<file path="config.mk">
export PLATFORM = sky130hd
export DESIGN_NAME = tlic_top
export DESIGN_NICKNAME = d
export VERILOG_FILES = /design/src/hdl/tlic_pkg.sv /design/src/hdl/tlic_top.sv
export VERILOG_INCLUDE_DIRS = /design/src /design/src/hdl
export SDC_FILE = /design/constraint.sdc
export NUM_CORES = 1
export LEC_CHECK = 0
export BUFFER_PORTS_ARGS = -buffer_cell sky130_fd_sc_hd__buf_4
export CORE_ASPECT_RATIO = 1.4
export CORE_MARGIN = 3
export CORE_UTILIZATION = 35
export DETAILED_ROUTE_END_ITERATION = 10
export PLACE_DENSITY = 0.62
export SLEW_MARGIN = 0
export SYNTH_ARGS = -nofsm -noshare
export SYNTH_HDL_FRONTEND = slang
export SYNTH_SLANG_ARGS = --single-unit
</file>
<file path="constraint.sdc">
create_clock -name clk_sys -period 1.7 [get_ports clk_sys]
set_clock_uncertainty 0.15 [all_clocks]
set_input_delay 0.34 -clock clk_sys [delete_from_list [all_inputs] [get_ports clk_sys]]
set_output_delay 0.34 -clock clk_sys [all_outputs]
set_load 0.1 [all_outputs]
</file>
<file path="src/hdl/tlic_defs.svh">
// constants of the two-level interrupt controller
// assumes inclusion by the package, the top module and the testbench
`ifndef TLIC_DEFS_SVH
`define TLIC_DEFS_SVH
`define TLIC_NSRC 8
`define TLIC_PC_W 16
`define TLIC_VEC_HIGH 16'h0008
`define TLIC_VEC_LOW 16'h0018
`define TLIC_ADDR_CTRL 4'h0
`define TLIC_ADDR_RCTL 4'h1
`define TLIC_ADDR_FLAG 4'h2
`define TLIC_ADDR_EN 4'h3
`define TLIC_ADDR_PRIO 4'h4
`define TLIC_ADDR_PERI 4'h5
`define TLIC_ADDR_STAT 4'h6
`define TLIC_ADDR_MASK 4'h7
`define TLIC_BIT_HIGH 7
`define TLIC_BIT_LOW 6
`define TLIC_BIT_PRIO_EN 7
`define TLIC_INSTR_CYC 4
`define TLIC_LAT_MIN 3
`endif

</file>
<file path="src/hdl/tlic_pkg.sv">
// types of the two-level interrupt controller
// assumes the defines header is available
`include "tlic_defs.svh"
package tlic_pkg;
    typedef enum logic [1:0] {
        TLIC_IDLE = 2'b00,
        TLIC_WAIT = 2'b01,
        TLIC_TAKE = 2'b11
    } tlic_state_t;
    typedef enum logic [1:0] {
        TLIC_LVL_NONE = 2'b00,
        TLIC_LVL_LOW = 2'b01,
        TLIC_LVL_HIGH = 2'b10
    } tlic_lvl_t;
endpackage : tlic_pkg

</file>
<file path="src/hdl/tlic_top.sv">
// two-level interrupt controller: flags, enables, priorities, vectoring
// assumes a core that takes vec_take_r as a push-and-jump and signals return
//
// Notes on behaviour
// each source has flag, enable, priority
// high vector 0008h, low vector 0018h
// high request preempts running low service
// reset control bit 7 enables priority levels
// priority mode: control bit 7 enables high
// priority mode: control bit 6 enables low
// vector when flag, enable, global enable set
// compatibility mode ignores priority bits
// compatibility: bit 6 peripherals, bit 7 all
// compatibility mode always vectors to 0008h
// acceptance clears the governing global enable
// no low acceptance during high service
// accept pushes return, loads vector
// software clears flags before re-enabling
// return sets master or level enable
// external latency three to four cycles
// flags set regardless of enables
// software avoids file move on controls
// simultaneous requests: high first, low pending
//
// The implementer's own choices: the address-and-strobe port and the register addresses.
`timescale 1ns/1ps
`include "tlic_defs.svh"
module tlic_top
    import tlic_pkg::*;
(
    input wire logic clk_sys,
    input wire logic reset_n,
    input wire logic [3:0] reg_addr,
    input wire logic [7:0] reg_wdata,
    input wire logic reg_wr,
    input wire logic reg_rd,
    output logic [7:0] reg_rdata,
    input wire logic [`TLIC_NSRC-1:0] src_event,
    input wire logic [`TLIC_PC_W-1:0] core_pc,
    input wire logic core_instr_start,
    input wire logic core_return,
    output logic vec_take_r,
    output logic [`TLIC_PC_W-1:0] vec_addr_r,
    output logic [`TLIC_PC_W-1:0] push_addr_r,
    output logic in_service_r,
    output logic irq_r
);
    logic [7:0] ctrl_r;
    logic [7:0] rctl_r;
    logic [7:0] flag_r;
    logic [7:0] en_r;
    logic [7:0] prio_r;
    logic [7:0] peri_r;
    logic [1:0] stat_r;
    logic [1:0] mask_r;
    logic high_act_r;
    logic low_act_r;
    logic [2:0] lat_cnt_r;
    tlic_state_t state_r;
    tlic_lvl_t lvl_r;
    logic [7:0] rdata_nxt;
    wire prio_mode = rctl_r[`TLIC_BIT_PRIO_EN];
    wire wr_ctrl = reg_wr && reg_addr == `TLIC_ADDR_CTRL;
    wire wr_flag = reg_wr && reg_addr == `TLIC_ADDR_FLAG;
    wire rd_stat = reg_rd && reg_addr == `TLIC_ADDR_STAT;
    // qualified sources
    wire [7:0] armed = flag_r & en_r;
    // priority bits only used in priority mode
    wire [7:0] eff_prio = prio_mode ? prio_r : 8'h00;
    // peripheral sources gated by group enable
    wire [7:0] comp_gate = peri_r & {8{ctrl_r[`TLIC_BIT_LOW]}} | ~peri_r;
    // high sources under high global enable
    wire req_high = prio_mode && ctrl_r[`TLIC_BIT_HIGH] && |(armed & eff_prio);
    // low sources; R12 blocked during high service
    wire req_low_p = prio_mode && ctrl_r[`TLIC_BIT_LOW] && |(armed & ~eff_prio)
        && !high_act_r && !low_act_r;
    wire req_comp = !prio_mode && ctrl_r[`TLIC_BIT_HIGH] && |(armed & comp_gate)
        && !high_act_r;
    // high wins, low stays pending
    wire take_high = req_high || req_comp;
    wire take_low = !take_high && req_low_p;
    // request needs flag, enable, global
    wire want = take_high || take_low;
    wire accept = state_r == TLIC_TAKE;
    // wait until instruction boundary after minimum latency
    wire lat_done = lat_cnt_r >= 3'(`TLIC_LAT_MIN) && core_instr_start;

    always_ff @(posedge clk_sys) begin
        if (!reset_n) begin
            state_r <= TLIC_IDLE;
            lat_cnt_r <= 3'd0;
            lvl_r <= TLIC_LVL_NONE;
        end else begin
            unique case (state_r)
                TLIC_IDLE: begin
                    lat_cnt_r <= 3'd1;
                    if (want) begin
                        state_r <= TLIC_WAIT;
                    end
                end
                TLIC_WAIT: begin
                    lat_cnt_r <= lat_cnt_r == 3'd7 ? lat_cnt_r : lat_cnt_r + 3'd1;
                    lvl_r <= take_high ? TLIC_LVL_HIGH : TLIC_LVL_LOW;
                    if (!want) begin
                        state_r <= TLIC_IDLE;
                    end else if (lat_done) begin
                        state_r <= TLIC_TAKE;
                    end
                end
                TLIC_TAKE: begin
                    state_r <= TLIC_IDLE;
                end
                default: state_r <= TLIC_IDLE;
            endcase
        end
    end

    // push return address and jump to vector
    always_ff @(posedge clk_sys) begin
        if (!reset_n) begin
            vec_take_r <= 1'b0;
            vec_addr_r <= `TLIC_VEC_HIGH;
            push_addr_r <= '0;
        end else begin
            vec_take_r <= accept;
            if (accept) begin
                push_addr_r <= core_pc;
                // vector choice; compatibility uses high address
                vec_addr_r <= lvl_r == TLIC_LVL_LOW ? `TLIC_VEC_LOW : `TLIC_VEC_HIGH;
            end
        end
    end

    // service level tracking; high may nest over low
    always_ff @(posedge clk_sys) begin
        if (!reset_n) begin
            high_act_r <= 1'b0;
            low_act_r <= 1'b0;
        end else if (accept) begin
            high_act_r <= high_act_r | (lvl_r == TLIC_LVL_HIGH);
            low_act_r <= low_act_r | (lvl_r == TLIC_LVL_LOW);
        end else if (core_return) begin
            if (high_act_r) begin
                high_act_r <= 1'b0;
            end else begin
                low_act_r <= 1'b0;
            end
        end
    end

    // control register: software writes, R11 clears, R15 sets
    always_ff @(posedge clk_sys) begin
        if (!reset_n) begin
            ctrl_r <= 8'h00;
        end else if (accept) begin
            // clear governing global enable
            if (prio_mode && lvl_r == TLIC_LVL_LOW) begin
                ctrl_r[`TLIC_BIT_LOW] <= 1'b0;
            end else begin
                ctrl_r[`TLIC_BIT_HIGH] <= 1'b0;
            end
        end else if (core_return) begin
            // re-enable on return
            if (prio_mode && !high_act_r && low_act_r) begin
                ctrl_r[`TLIC_BIT_LOW] <= 1'b1;
            end else begin
                ctrl_r[`TLIC_BIT_HIGH] <= 1'b1;
            end
        end else if (wr_ctrl) begin
            ctrl_r <= reg_wdata;
        end
    end

    // priority enable, cleared by reset
    always_ff @(posedge clk_sys) begin
        if (!reset_n) begin
            rctl_r <= 8'h00;
            en_r <= 8'h00;
            prio_r <= 8'h00;
            peri_r <= 8'h00;
            mask_r <= 2'b00;
        end else if (reg_wr) begin
            if (reg_addr == `TLIC_ADDR_RCTL) rctl_r <= reg_wdata;
            if (reg_addr == `TLIC_ADDR_EN) en_r <= reg_wdata;
            if (reg_addr == `TLIC_ADDR_PRIO) prio_r <= reg_wdata;
            if (reg_addr == `TLIC_ADDR_PERI) peri_r <= reg_wdata;
            if (reg_addr == `TLIC_ADDR_MASK) mask_r <= reg_wdata[1:0];
        end
    end

    // flags set regardless of enables; set wins over write
    always_ff @(posedge clk_sys) begin
        if (!reset_n) begin
            flag_r <= 8'h00;
        end else begin
            flag_r <= (wr_flag ? reg_wdata : flag_r) | src_event;
        end
    end

    // sticky status: bit0 high taken, bit1 low taken; read clears, set wins
    wire [1:0] stat_set = {accept && lvl_r == TLIC_LVL_LOW,
        accept && lvl_r != TLIC_LVL_LOW};
    always_ff @(posedge clk_sys) begin
        if (!reset_n) begin
            stat_r <= 2'b00;
            irq_r <= 1'b0;
        end else begin
            stat_r <= (rd_stat ? 2'b00 : stat_r) | stat_set;
            irq_r <= |(((rd_stat ? 2'b00 : stat_r) | stat_set) & mask_r);
        end
    end

    always_comb begin
        unique case (reg_addr)
            `TLIC_ADDR_CTRL: rdata_nxt = ctrl_r;
            `TLIC_ADDR_RCTL: rdata_nxt = rctl_r;
            `TLIC_ADDR_FLAG: rdata_nxt = flag_r;
            `TLIC_ADDR_EN: rdata_nxt = en_r;
            `TLIC_ADDR_PRIO: rdata_nxt = prio_r;
            `TLIC_ADDR_PERI: rdata_nxt = peri_r;
            `TLIC_ADDR_STAT: rdata_nxt = {6'h00, stat_r};
            `TLIC_ADDR_MASK: rdata_nxt = {6'h00, mask_r};
            default: rdata_nxt = 8'h00;
        endcase
    end

    always_ff @(posedge clk_sys) begin
        if (!reset_n) begin
            reg_rdata <= 8'h00;
            in_service_r <= 1'b0;
        end else begin
            reg_rdata <= reg_rd ? rdata_nxt : 8'h00;
            in_service_r <= high_act_r | low_act_r;
        end
    end

    // global enable cleared after acceptance
    master_clear_a: assert property (@(posedge clk_sys) disable iff (!reset_n)
        accept && !prio_mode |=> !ctrl_r[`TLIC_BIT_HIGH])
        else $error("master enable not cleared on accept");

    // no low accept during high service
    no_low_a: assert property (@(posedge clk_sys) disable iff (!reset_n)
        high_act_r && accept |-> lvl_r == TLIC_LVL_HIGH)
        else $error("low accepted during high service");

    // compatibility vector
    comp_vec_a: assert property (@(posedge clk_sys) disable iff (!reset_n)
        accept && !prio_mode |=> vec_take_r && vec_addr_r == `TLIC_VEC_HIGH)
        else $error("compatibility vector wrong");

    // low vector
    low_vec_a: assert property (@(posedge clk_sys) disable iff (!reset_n)
        accept && lvl_r == TLIC_LVL_LOW |=> vec_addr_r == `TLIC_VEC_LOW)
        else $error("low vector wrong");

    // flag follows event
    flag_set_a: assert property (@(posedge clk_sys) disable iff (!reset_n)
        src_event[0] |=> flag_r[0])
        else $error("flag not set by event");

    // push address captured
    push_pc_a: assert property (@(posedge clk_sys) disable iff (!reset_n)
        accept |=> push_addr_r == $past(core_pc))
        else $error("return address not pushed");

    // reset state compatibility
    reset_mode_a: assert property (@(posedge clk_sys)
        !reset_n |=> !rctl_r[`TLIC_BIT_PRIO_EN])
        else $error("priority mode not cleared by reset");

    // return re-enables
    ret_en_a: assert property (@(posedge clk_sys) disable iff (!reset_n)
        core_return && !accept && !prio_mode |=> ctrl_r[`TLIC_BIT_HIGH])
        else $error("return did not re-enable");

    // high enable cleared
    high_clear_a: assert property (@(posedge clk_sys) disable iff (!reset_n)
        accept && lvl_r == TLIC_LVL_HIGH |=> !ctrl_r[`TLIC_BIT_HIGH])
        else $error("high enable not cleared on accept");

    // low enable cleared
    low_clear_a: assert property (@(posedge clk_sys) disable iff (!reset_n)
        accept && prio_mode && lvl_r == TLIC_LVL_LOW |=> !ctrl_r[`TLIC_BIT_LOW])
        else $error("low enable not cleared on accept");

    // high vector
    high_vec_a: assert property (@(posedge clk_sys) disable iff (!reset_n)
        accept && lvl_r == TLIC_LVL_HIGH |=> vec_addr_r == `TLIC_VEC_HIGH)
        else $error("high vector wrong");

    // single jump pulse
    take_once_a: assert property (@(posedge clk_sys) disable iff (!reset_n)
        vec_take_r |=> !vec_take_r)
        else $error("jump pulse longer than one cycle");

    // jump follows accept
    take_after_a: assert property (@(posedge clk_sys) disable iff (!reset_n)
        accept |=> vec_take_r)
        else $error("accept without jump");

    // no stray jump
    no_stray_a: assert property (@(posedge clk_sys) disable iff (!reset_n)
        !accept |=> !vec_take_r)
        else $error("jump without accept");

    // wait before take
    take_order_a: assert property (@(posedge clk_sys) disable iff (!reset_n)
        state_r == TLIC_TAKE |-> $past(state_r) == TLIC_WAIT)
        else $error("accept without wait");

    // minimum latency counted
    lat_count_a: assert property (@(posedge clk_sys) disable iff (!reset_n)
        state_r == TLIC_TAKE |-> $past(lat_cnt_r) >= 3'(`TLIC_LAT_MIN))
        else $error("accept before minimum latency");

    // instruction boundary taken
    lat_edge_a: assert property (@(posedge clk_sys) disable iff (!reset_n)
        state_r == TLIC_TAKE |-> $past(core_instr_start))
        else $error("accept off instruction boundary");

    // dropped request abandoned
    wait_drop_a: assert property (@(posedge clk_sys) disable iff (!reset_n)
        state_r == TLIC_WAIT && !want |=> state_r == TLIC_IDLE)
        else $error("dropped request still waiting");

    // every event sets flag
    flag_all_a: assert property (@(posedge clk_sys) disable iff (!reset_n)
        |src_event |=> (flag_r & $past(src_event)) == $past(src_event))
        else $error("event flag missing");

    // flag write lands
    flag_write_a: assert property (@(posedge clk_sys) disable iff (!reset_n)
        wr_flag |=> flag_r == ($past(reg_wdata) | $past(src_event)))
        else $error("flag write wrong");

    // compatibility level high
    comp_level_a: assert property (@(posedge clk_sys) disable iff (!reset_n)
        !prio_mode && state_r == TLIC_WAIT |=> lvl_r == TLIC_LVL_HIGH)
        else $error("priority bit used in compatibility mode");

    // peripheral group gate
    group_gate_a: assert property (@(posedge clk_sys) disable iff (!reset_n)
        !prio_mode && !ctrl_r[`TLIC_BIT_LOW] && (armed & ~peri_r) == 8'h00 |-> !want)
        else $error("peripheral group not gated");

    // master gate
    master_gate_a: assert property (@(posedge clk_sys) disable iff (!reset_n)
        !prio_mode && !ctrl_r[`TLIC_BIT_HIGH] |-> !want)
        else $error("master enable not gating");

    // high global gate
    high_gate_a: assert property (@(posedge clk_sys) disable iff (!reset_n)
        prio_mode && !ctrl_r[`TLIC_BIT_HIGH] |-> !take_high)
        else $error("high request without high enable");

    // low global gate
    low_gate_a: assert property (@(posedge clk_sys) disable iff (!reset_n)
        prio_mode && !ctrl_r[`TLIC_BIT_LOW] |-> !take_low)
        else $error("low request without low enable");

    // enable blocks source
    enable_gate_a: assert property (@(posedge clk_sys) disable iff (!reset_n)
        (flag_r & en_r) == 8'h00 |-> !want)
        else $error("request without enabled flag");

    // high chosen first
    high_first_a: assert property (@(posedge clk_sys) disable iff (!reset_n)
        req_high && state_r == TLIC_WAIT |=> lvl_r == TLIC_LVL_HIGH)
        else $error("low chosen over high");

    // high service tracked
    high_track_a: assert property (@(posedge clk_sys) disable iff (!reset_n)
        accept && lvl_r == TLIC_LVL_HIGH |=> high_act_r)
        else $error("high service not tracked");

    // high level restored
    ret_high_a: assert property (@(posedge clk_sys) disable iff (!reset_n)
        core_return && !accept && prio_mode && high_act_r
        |=> ctrl_r[`TLIC_BIT_HIGH] && !high_act_r)
        else $error("high return did not re-enable");

    // low level restored
    ret_low_a: assert property (@(posedge clk_sys) disable iff (!reset_n)
        core_return && !accept && prio_mode && !high_act_r && low_act_r
        |=> ctrl_r[`TLIC_BIT_LOW] && !low_act_r)
        else $error("low return did not re-enable");
endmodule : tlic_top

</file>
==> impl_metrics.ini, run 1 <==
[placement]
hpwl_um = 8630
io_buffers = 69
dpl_cell_area_um2 = 5160
place.gp.congestion = 0.871

[worst_hold_path]
hold_class = in2reg
hp-start = src_event[4]
hold_depth = 2

[die]
core_area_um2 = 11900
dieHeight_um = 137
initial_utilization = 0.361
fp-row-count = 47
io_pins = 85
fp.dieW_um = 99.8
die-area_um2 = 13700

[detailed_routing]
vias = 3584
met1_length_um = 4510
dr_wl_met2_um = 5900
routed.top_layer = met4
post_drt_via_cell_ratio = 5.16
firstDrtPassIters = 4
drt-total-wl_um = 11400
wl_met3_um = 575
ant_nets = 0
drc = 0
drt_iter0_markers = 150
wire_per_inst_um = 16.4

[synthesis]
synthCells = 454
syn_avg_cell_area_um2 = 9.49
yosys_warnings = 0
ys_ff_latch = 89
synth_area_um2 = 4310
synth_seq_area_share = 0.413
synth_ff_type = dfxtp_1
synth_edf_count = 0
async_reset_ff_frac = 0
synth_cell_type_count = 49

[critical_path]
crit_type = reg2reg
cp.required_ps = 1780
cp.buffers_inverters = 2
worst_setup_path_end_kind = register
startpoint = ctrl_r[6]
startpoint_type = register
cp_common_cell = buf_4
r2r-start = ctrl_r[6]
cpPeakStageDelay_ps = 380
cp_cell_sequence = nor2b_1, o22ai_1, nor4_2, buf_4, buf_4, o211ai_1, o211a_1
cp.depth = 7
reg2regPathDepth = 7
critPathSlowestCell = dfxtp_2
cp_top_family = simple AND/OR/NAND/NOR gates
arrival_ps = 1700
crit_fanout = 10

[clocking]
cts-root-buf = clkbuf_16
clock-sinks = 89
insertion_delay_ps = 340
clk_pin_slew_worst_paths_ps = 60
cts_buffers = 9
cts_hold_repair.buffers = 0
cts_tree = built
clk_path_buf_depth = 2
cts.htree.levels = 3

[layout]
drive_gt1_frac = 0.285
ff_latch_area_um2 = 1790
multiInputGateArea_um2 = 2340
n_fill_cell = 1158
area_delta_synth_final_pct = 28.1
diodes = 0
layout.nets = 590
fin_area_um2 = 5520

[timing]
finalCriticalPeriod_ps = 1620
report.final.slew_viol_count = 0
setup-violations-final = 0
period_share = 0.953
max_freq_mhz = 618
hold_viol = 0

[pwr]
power.leakage_nw = 2.33
power_mw = 4.93
power_density_nw_per_um2 = 892
irDropWorstVdd_mv = 0.473

[global_routing]
overflow = 0
grt_pass1_vias = 3583
grt_max_degree = 71
antenna_found_initial = 0
grt_pass1_wl_um = 18300
grt_usage = 0.171

[outcome]
outcome = completed

[flow_run]
cap_violations = 0
==> cells in the final DEF (no fill, tap or decap), types with 3 or more instances in the layout <==
master / n
o22ai_1: 6
nand3_2: 5
clkbuf_16: 9
a21oi_1: 14
dfxtp_1: 85
a22o_1: 4
a22oi_1: 7
nand3_1: 4
inv_1: 4
mux4_2: 3
nor2_1: 14
ha_1: 3
dfxtp_2: 4
conb_1: 15
o21a_1: 10
nor2b_1: 56
mux2_2: 17
and2b_1: 4
nand4_1: 10
o21ai_0: 4
a21boi_0: 19
a221oi_1: 3
buf_4: 99
buf_12: 6
mux2i_1: 43
nor3_1: 5
nand2_1: 58
o211a_1: 3
bufinv_16: 3
==> flip-flops by register name, indices dropped and copies added (netlist names), 3 cells and up <==
register     count
ctrl_r           8
en_r             8
flag_r           8
lat_cnt_r        3
peri_r           8
prio_r           8
push_addr_r     16
rctl_r           8
reg_rdata        8
==> what timing repair did <==
item                                    in CTS  in global routing
endpoints found under the setup margin       1                  3
pin swaps                                    1                  1
setup buffers                                1                  1
gates resized for setup                      2                  3
==> kinds of logic (layout without fill, tap and decap cells) <==
logic type / after synthesis / count (layout) / synth area share
buffers and inverters: 42 / 123 / 0.0560
and+or+nand+nor: 170 / 170 / 0.221
adders and majority gates: 3 / 3 / 0.00871
AOI/OAI and AO/OA: 85 / 85 / 0.140
DFF: 89 / 89 / 0.413
other: 2 / 15 / 0.00174
muxes: 63 / 63 / 0.160
==> cell usage after synthesis, drive strengths merged, types with 3 or more instances <==
library cell,number,share of area
a221oi,3,0.0061
nand2,58,0.051
inv,4,0.0035
ha,3,0.0087
a22o,4,0.0081
a21oi,14,0.016
nand4,10,0.015
nand3,9,0.016
nor2,17,0.022
o22ai,6,0.0087
and2b,4,0.0070
o21a,10,0.017
o21ai,6,0.0070
nor3,6,0.0096
nor2b,57,0.083
buf,29,0.045
a21boi,19,0.033
mux2i,43,0.10
clkbuf,9,0.0078
o211a,3,0.0070
a22oi,7,0.012
dfxtp,89,0.41
mux2,17,0.044
mux4,3,0.016
==> power breakdown <==
group          total [mW]  switching [mW]  internal, mW  leakage, nW
registers            2.15          0.0342          2.12        0.723
clock network        2.22           0.765          1.46        0.162
logic               0.549           0.337         0.212         1.45
==> metrics by stage <==
| stage | std cells | util | TNS (ps) | hold WS (ps) | setup WS, ps |
|---|---|---|---|---|---|
| global route | 695 | 0.463 | -12.8 | 52.2 | -12.8 |
| finish | 695 | 0.463 | 0 | 57.7 | 80.7 |
| global placement | 679 | 0.433 | -248 | 301 | -36.4 |
| CTS | 694 | 0.461 | 0 | 49.0 | 13.4 |
| detailed placement | 679 | 0.433 | -424 | 307 | -43.8 |
| floorplan | 467 | - | 0 | 268 | 87.4 |
==> metal layers <==
layer | global-route usage | up-vias
met5 | 0 | -
met4 | 0.0858 | 0
met3 | 0.0334 | 26
met2 | 0.311 | 104
met1 | 0.187 | 1700
li1 | - | 1754
==> worst register-to-register path, cell delays in order, from the launching register on <==
cell and delay (ps):
dfxtp_2 380, nor2b_1 140, o22ai_1 90, nor4_2 260
buf_4 170, buf_4 100, o211ai_1 80, o211a_1 140
==> path summary, 6_finish.rpt <==
kind | to | slack, ps
setup / recovery | lvl_r[1] | 80
hold / removal | flag_r[4] | 60
setup reg to reg | lvl_r[1] | 80
hold reg to reg | push_addr_r[0] | 310
==> cell type report <==
class                           count  share of cell area
Clock buffer                       11              0.0440
Clock inverter                      3              0.0163
Inverter                            4             0.00272
Multi-Input combinational cell    336               0.424
Sequential cell                    89               0.324
Tap cell                          147              0.0333
Timing Repair Buffer              105               0.156
(Power assumes the default switching activity.)
==> inputs of run 2 (changes only) <==
- REMOVE_ABC_BUFFERS: not set -> 1
==> run 2 against run 1 <==
Final area shrank 0.25%. Sequential power is essentially flat. Sequential cell count is the same. Cell count grew 0.72%. Clock power shrank 9.0%. Sequential share of layout area grew 0.10 points. First-iteration DRC count grew 55%. Register-to-register slack is essentially flat. Global-route usage grew 0.30 points. Critical path type unchanged. Critical endpoint is now state_r[1].
==> impl_metrics.ini, run 2 (synthesized netlist as in run 1, its figures left out) <==
[outcome]
outcome = completed

[placement]
place.gp.congestion = 0.889
io_buffers = 69
place_ws_ps = -120
dpl_cell_area_um2 = 5180
hpwl_um = 8670
dp_cells = 683

[critical_path]
startpoint_type = register
r2r-start = peri_r[1]
reg2regPathDepth = 6
crit_type = reg2reg
rrSetupSlack_ps = 90
crit_fanout = 3
worst_setup_path_end_kind = register
r2r_end = state_r[1]
arrival_ps = 1700
cp.required_ps = 1780

[timing]
finalCriticalPeriod_ps = 1610
report.final.slew_viol_count = 0
final.setup.tns_ps = 0
setup-violations-final = 0
max_freq_mhz = 621
timing.final.ws_setup_ps = 88.6
period_share = 0.948
holdWs_ps = 51.9
hold_viol = 0

[detailed_routing]
wire_per_inst_um = 16.3
drc = 0
firstDrtPassIters = 4
drt_iter0_markers = 233
drt-total-wl_um = 11400
vias = 3507
post_drt_via_cell_ratio = 5.01
ant_nets = 0

[worst_hold_path]
hold_depth = 2
hp-start = src_event[5]
whs_endpoint = flag_r[5]
hold_class = in2reg

[clocking]
clock-sinks = 89
clk_path_buf_depth = 2
clk_pin_slew_worst_paths_ps = 60
cts-root-buf = clkbuf_16
cts_buffers = 9
insertion_delay_ps = 340
cts.htree.levels = 3
cts_tree = built

[layout]
stdcell_count = 700
final_cell_mix = buf_4, dfxtp_1, nand2_1, nor2b_1, mux2i_1
area_delta_synth_final_pct = 27.8
layout.nets = 593
final_common_cell = buf_4
fin_area_um2 = 5510
n_fill_cell = 1166
multiInputGateArea_um2 = 2340
ff_latch_area_um2 = 1790
diodes = 0
largest_register = push_addr_r
drive_gt1_frac = 0.289
largest_register_ffs = 16

[global_routing]
antenna_found_initial = 0
grt_pass1_vias = 3509
overflow = 0
grt_max_degree = 46
grt_usage = 0.174
grt_pass1_wl_um = 18500

[die]
initial_utilization = 0.361
fp.dieW_um = 99.8
die-area_um2 = 13700
fp-row-count = 47
core_area_um2 = 11900
io_pins = 85
dieHeight_um = 137

[pwr]
irDropWorstVdd_mv = 0.489
power_density_nw_per_um2 = 856
power.leakage_nw = 2.33

[flow_run]
cap_violations = 0
## run 2: cell types whose count changed in the layout (fill, tap and decap cells not counted)
cell,previous run,this run
buf_4,99,103
bufinv_16,3,1
dfxtp_2,4,2
buf_12,6,5
clkbuf_8,1,2
clkinv_2,0,1
clkinv_4,0,1
clkinvlp_4,0,1
dfxtp_1,85,86
dfxtp_4,0,1
## run 2: area by class of cell
| type | count | share of cell area |
|---|---|---|
| clock buffer | 12 | 0.0466 |
| inverter | 4 | 0.00273 |
| timing repair buffer | 108 | 0.159 |
| tap | 147 | 0.0334 |
| clock inverter | 4 | 0.00931 |
| multi-input combinational | 336 | 0.425 |
| sequential | 89 | 0.325 |
## run 2: worst max-delay path by stage
stage | endpoint | start | cells after the start | slack [ps]
after global placement | state_r[1] | rctl_r[7] | 5 | -90
after global routing | state_r[1] | ctrl_r[6] | 6 | -3
after detailed placement | ctrl_r[6] | reg_addr[1] | 7 | -120
after CTS | state_r[1] | ctrl_r[6] | 5 | 9
final | state_r[1] | peri_r[1] | 6 | 90
after floorplan | ctrl_r[0] | state_r[1] | 4 | 80
## run 2: timing repair
action,CTS,global route
hold buffers,0,0
endpoints found under the setup margin,4,3
buffers inserted,0,1
gates resized for setup,3,2
pin swaps,2,3
## run 2: critical path, cell delays in order (launching register included)
cell and delay [ps]:
dfxtp_1 370, nor2b_1 170, o22ai_1 110, nor4_2 250, buf_4 160, o21ai_2 60, o211a_1 240
## run 2: routing by layer
| metal | GRT usage | wire length (um) | vias up |
|---|---|---|---|
| met3 | 0.0441 | 691 | 14 |
| met1 | 0.205 | 4720 | 1638 |
| met4 | 0.0577 | 204 | 0 |
| met2 | 0.308 | 5770 | 101 |
| li1 | - | - | 1754 |
| met5 | 0 | 0 | - |
## run 2: power by group
| part | internal, mW | total, mW | switching (mW) |
|---|---|---|---|
| registers | 2.12 | 2.15 | 0.0296 |
| logic | 0.213 | 0.551 | 0.338 |
| clock network | 1.22 | 2.02 | 0.801 |
| total | 3.55 | 4.72 | 1.17 |
## run 2: through the flow
step | util | power [mW]
finish | 0.461 | 4.72
detailed placement | 0.434 | 2.74
global route | 0.461 | 4.92
floorplan | - | 2.50
global placement | 0.434 | 2.74
CTS | 0.460 | 4.77
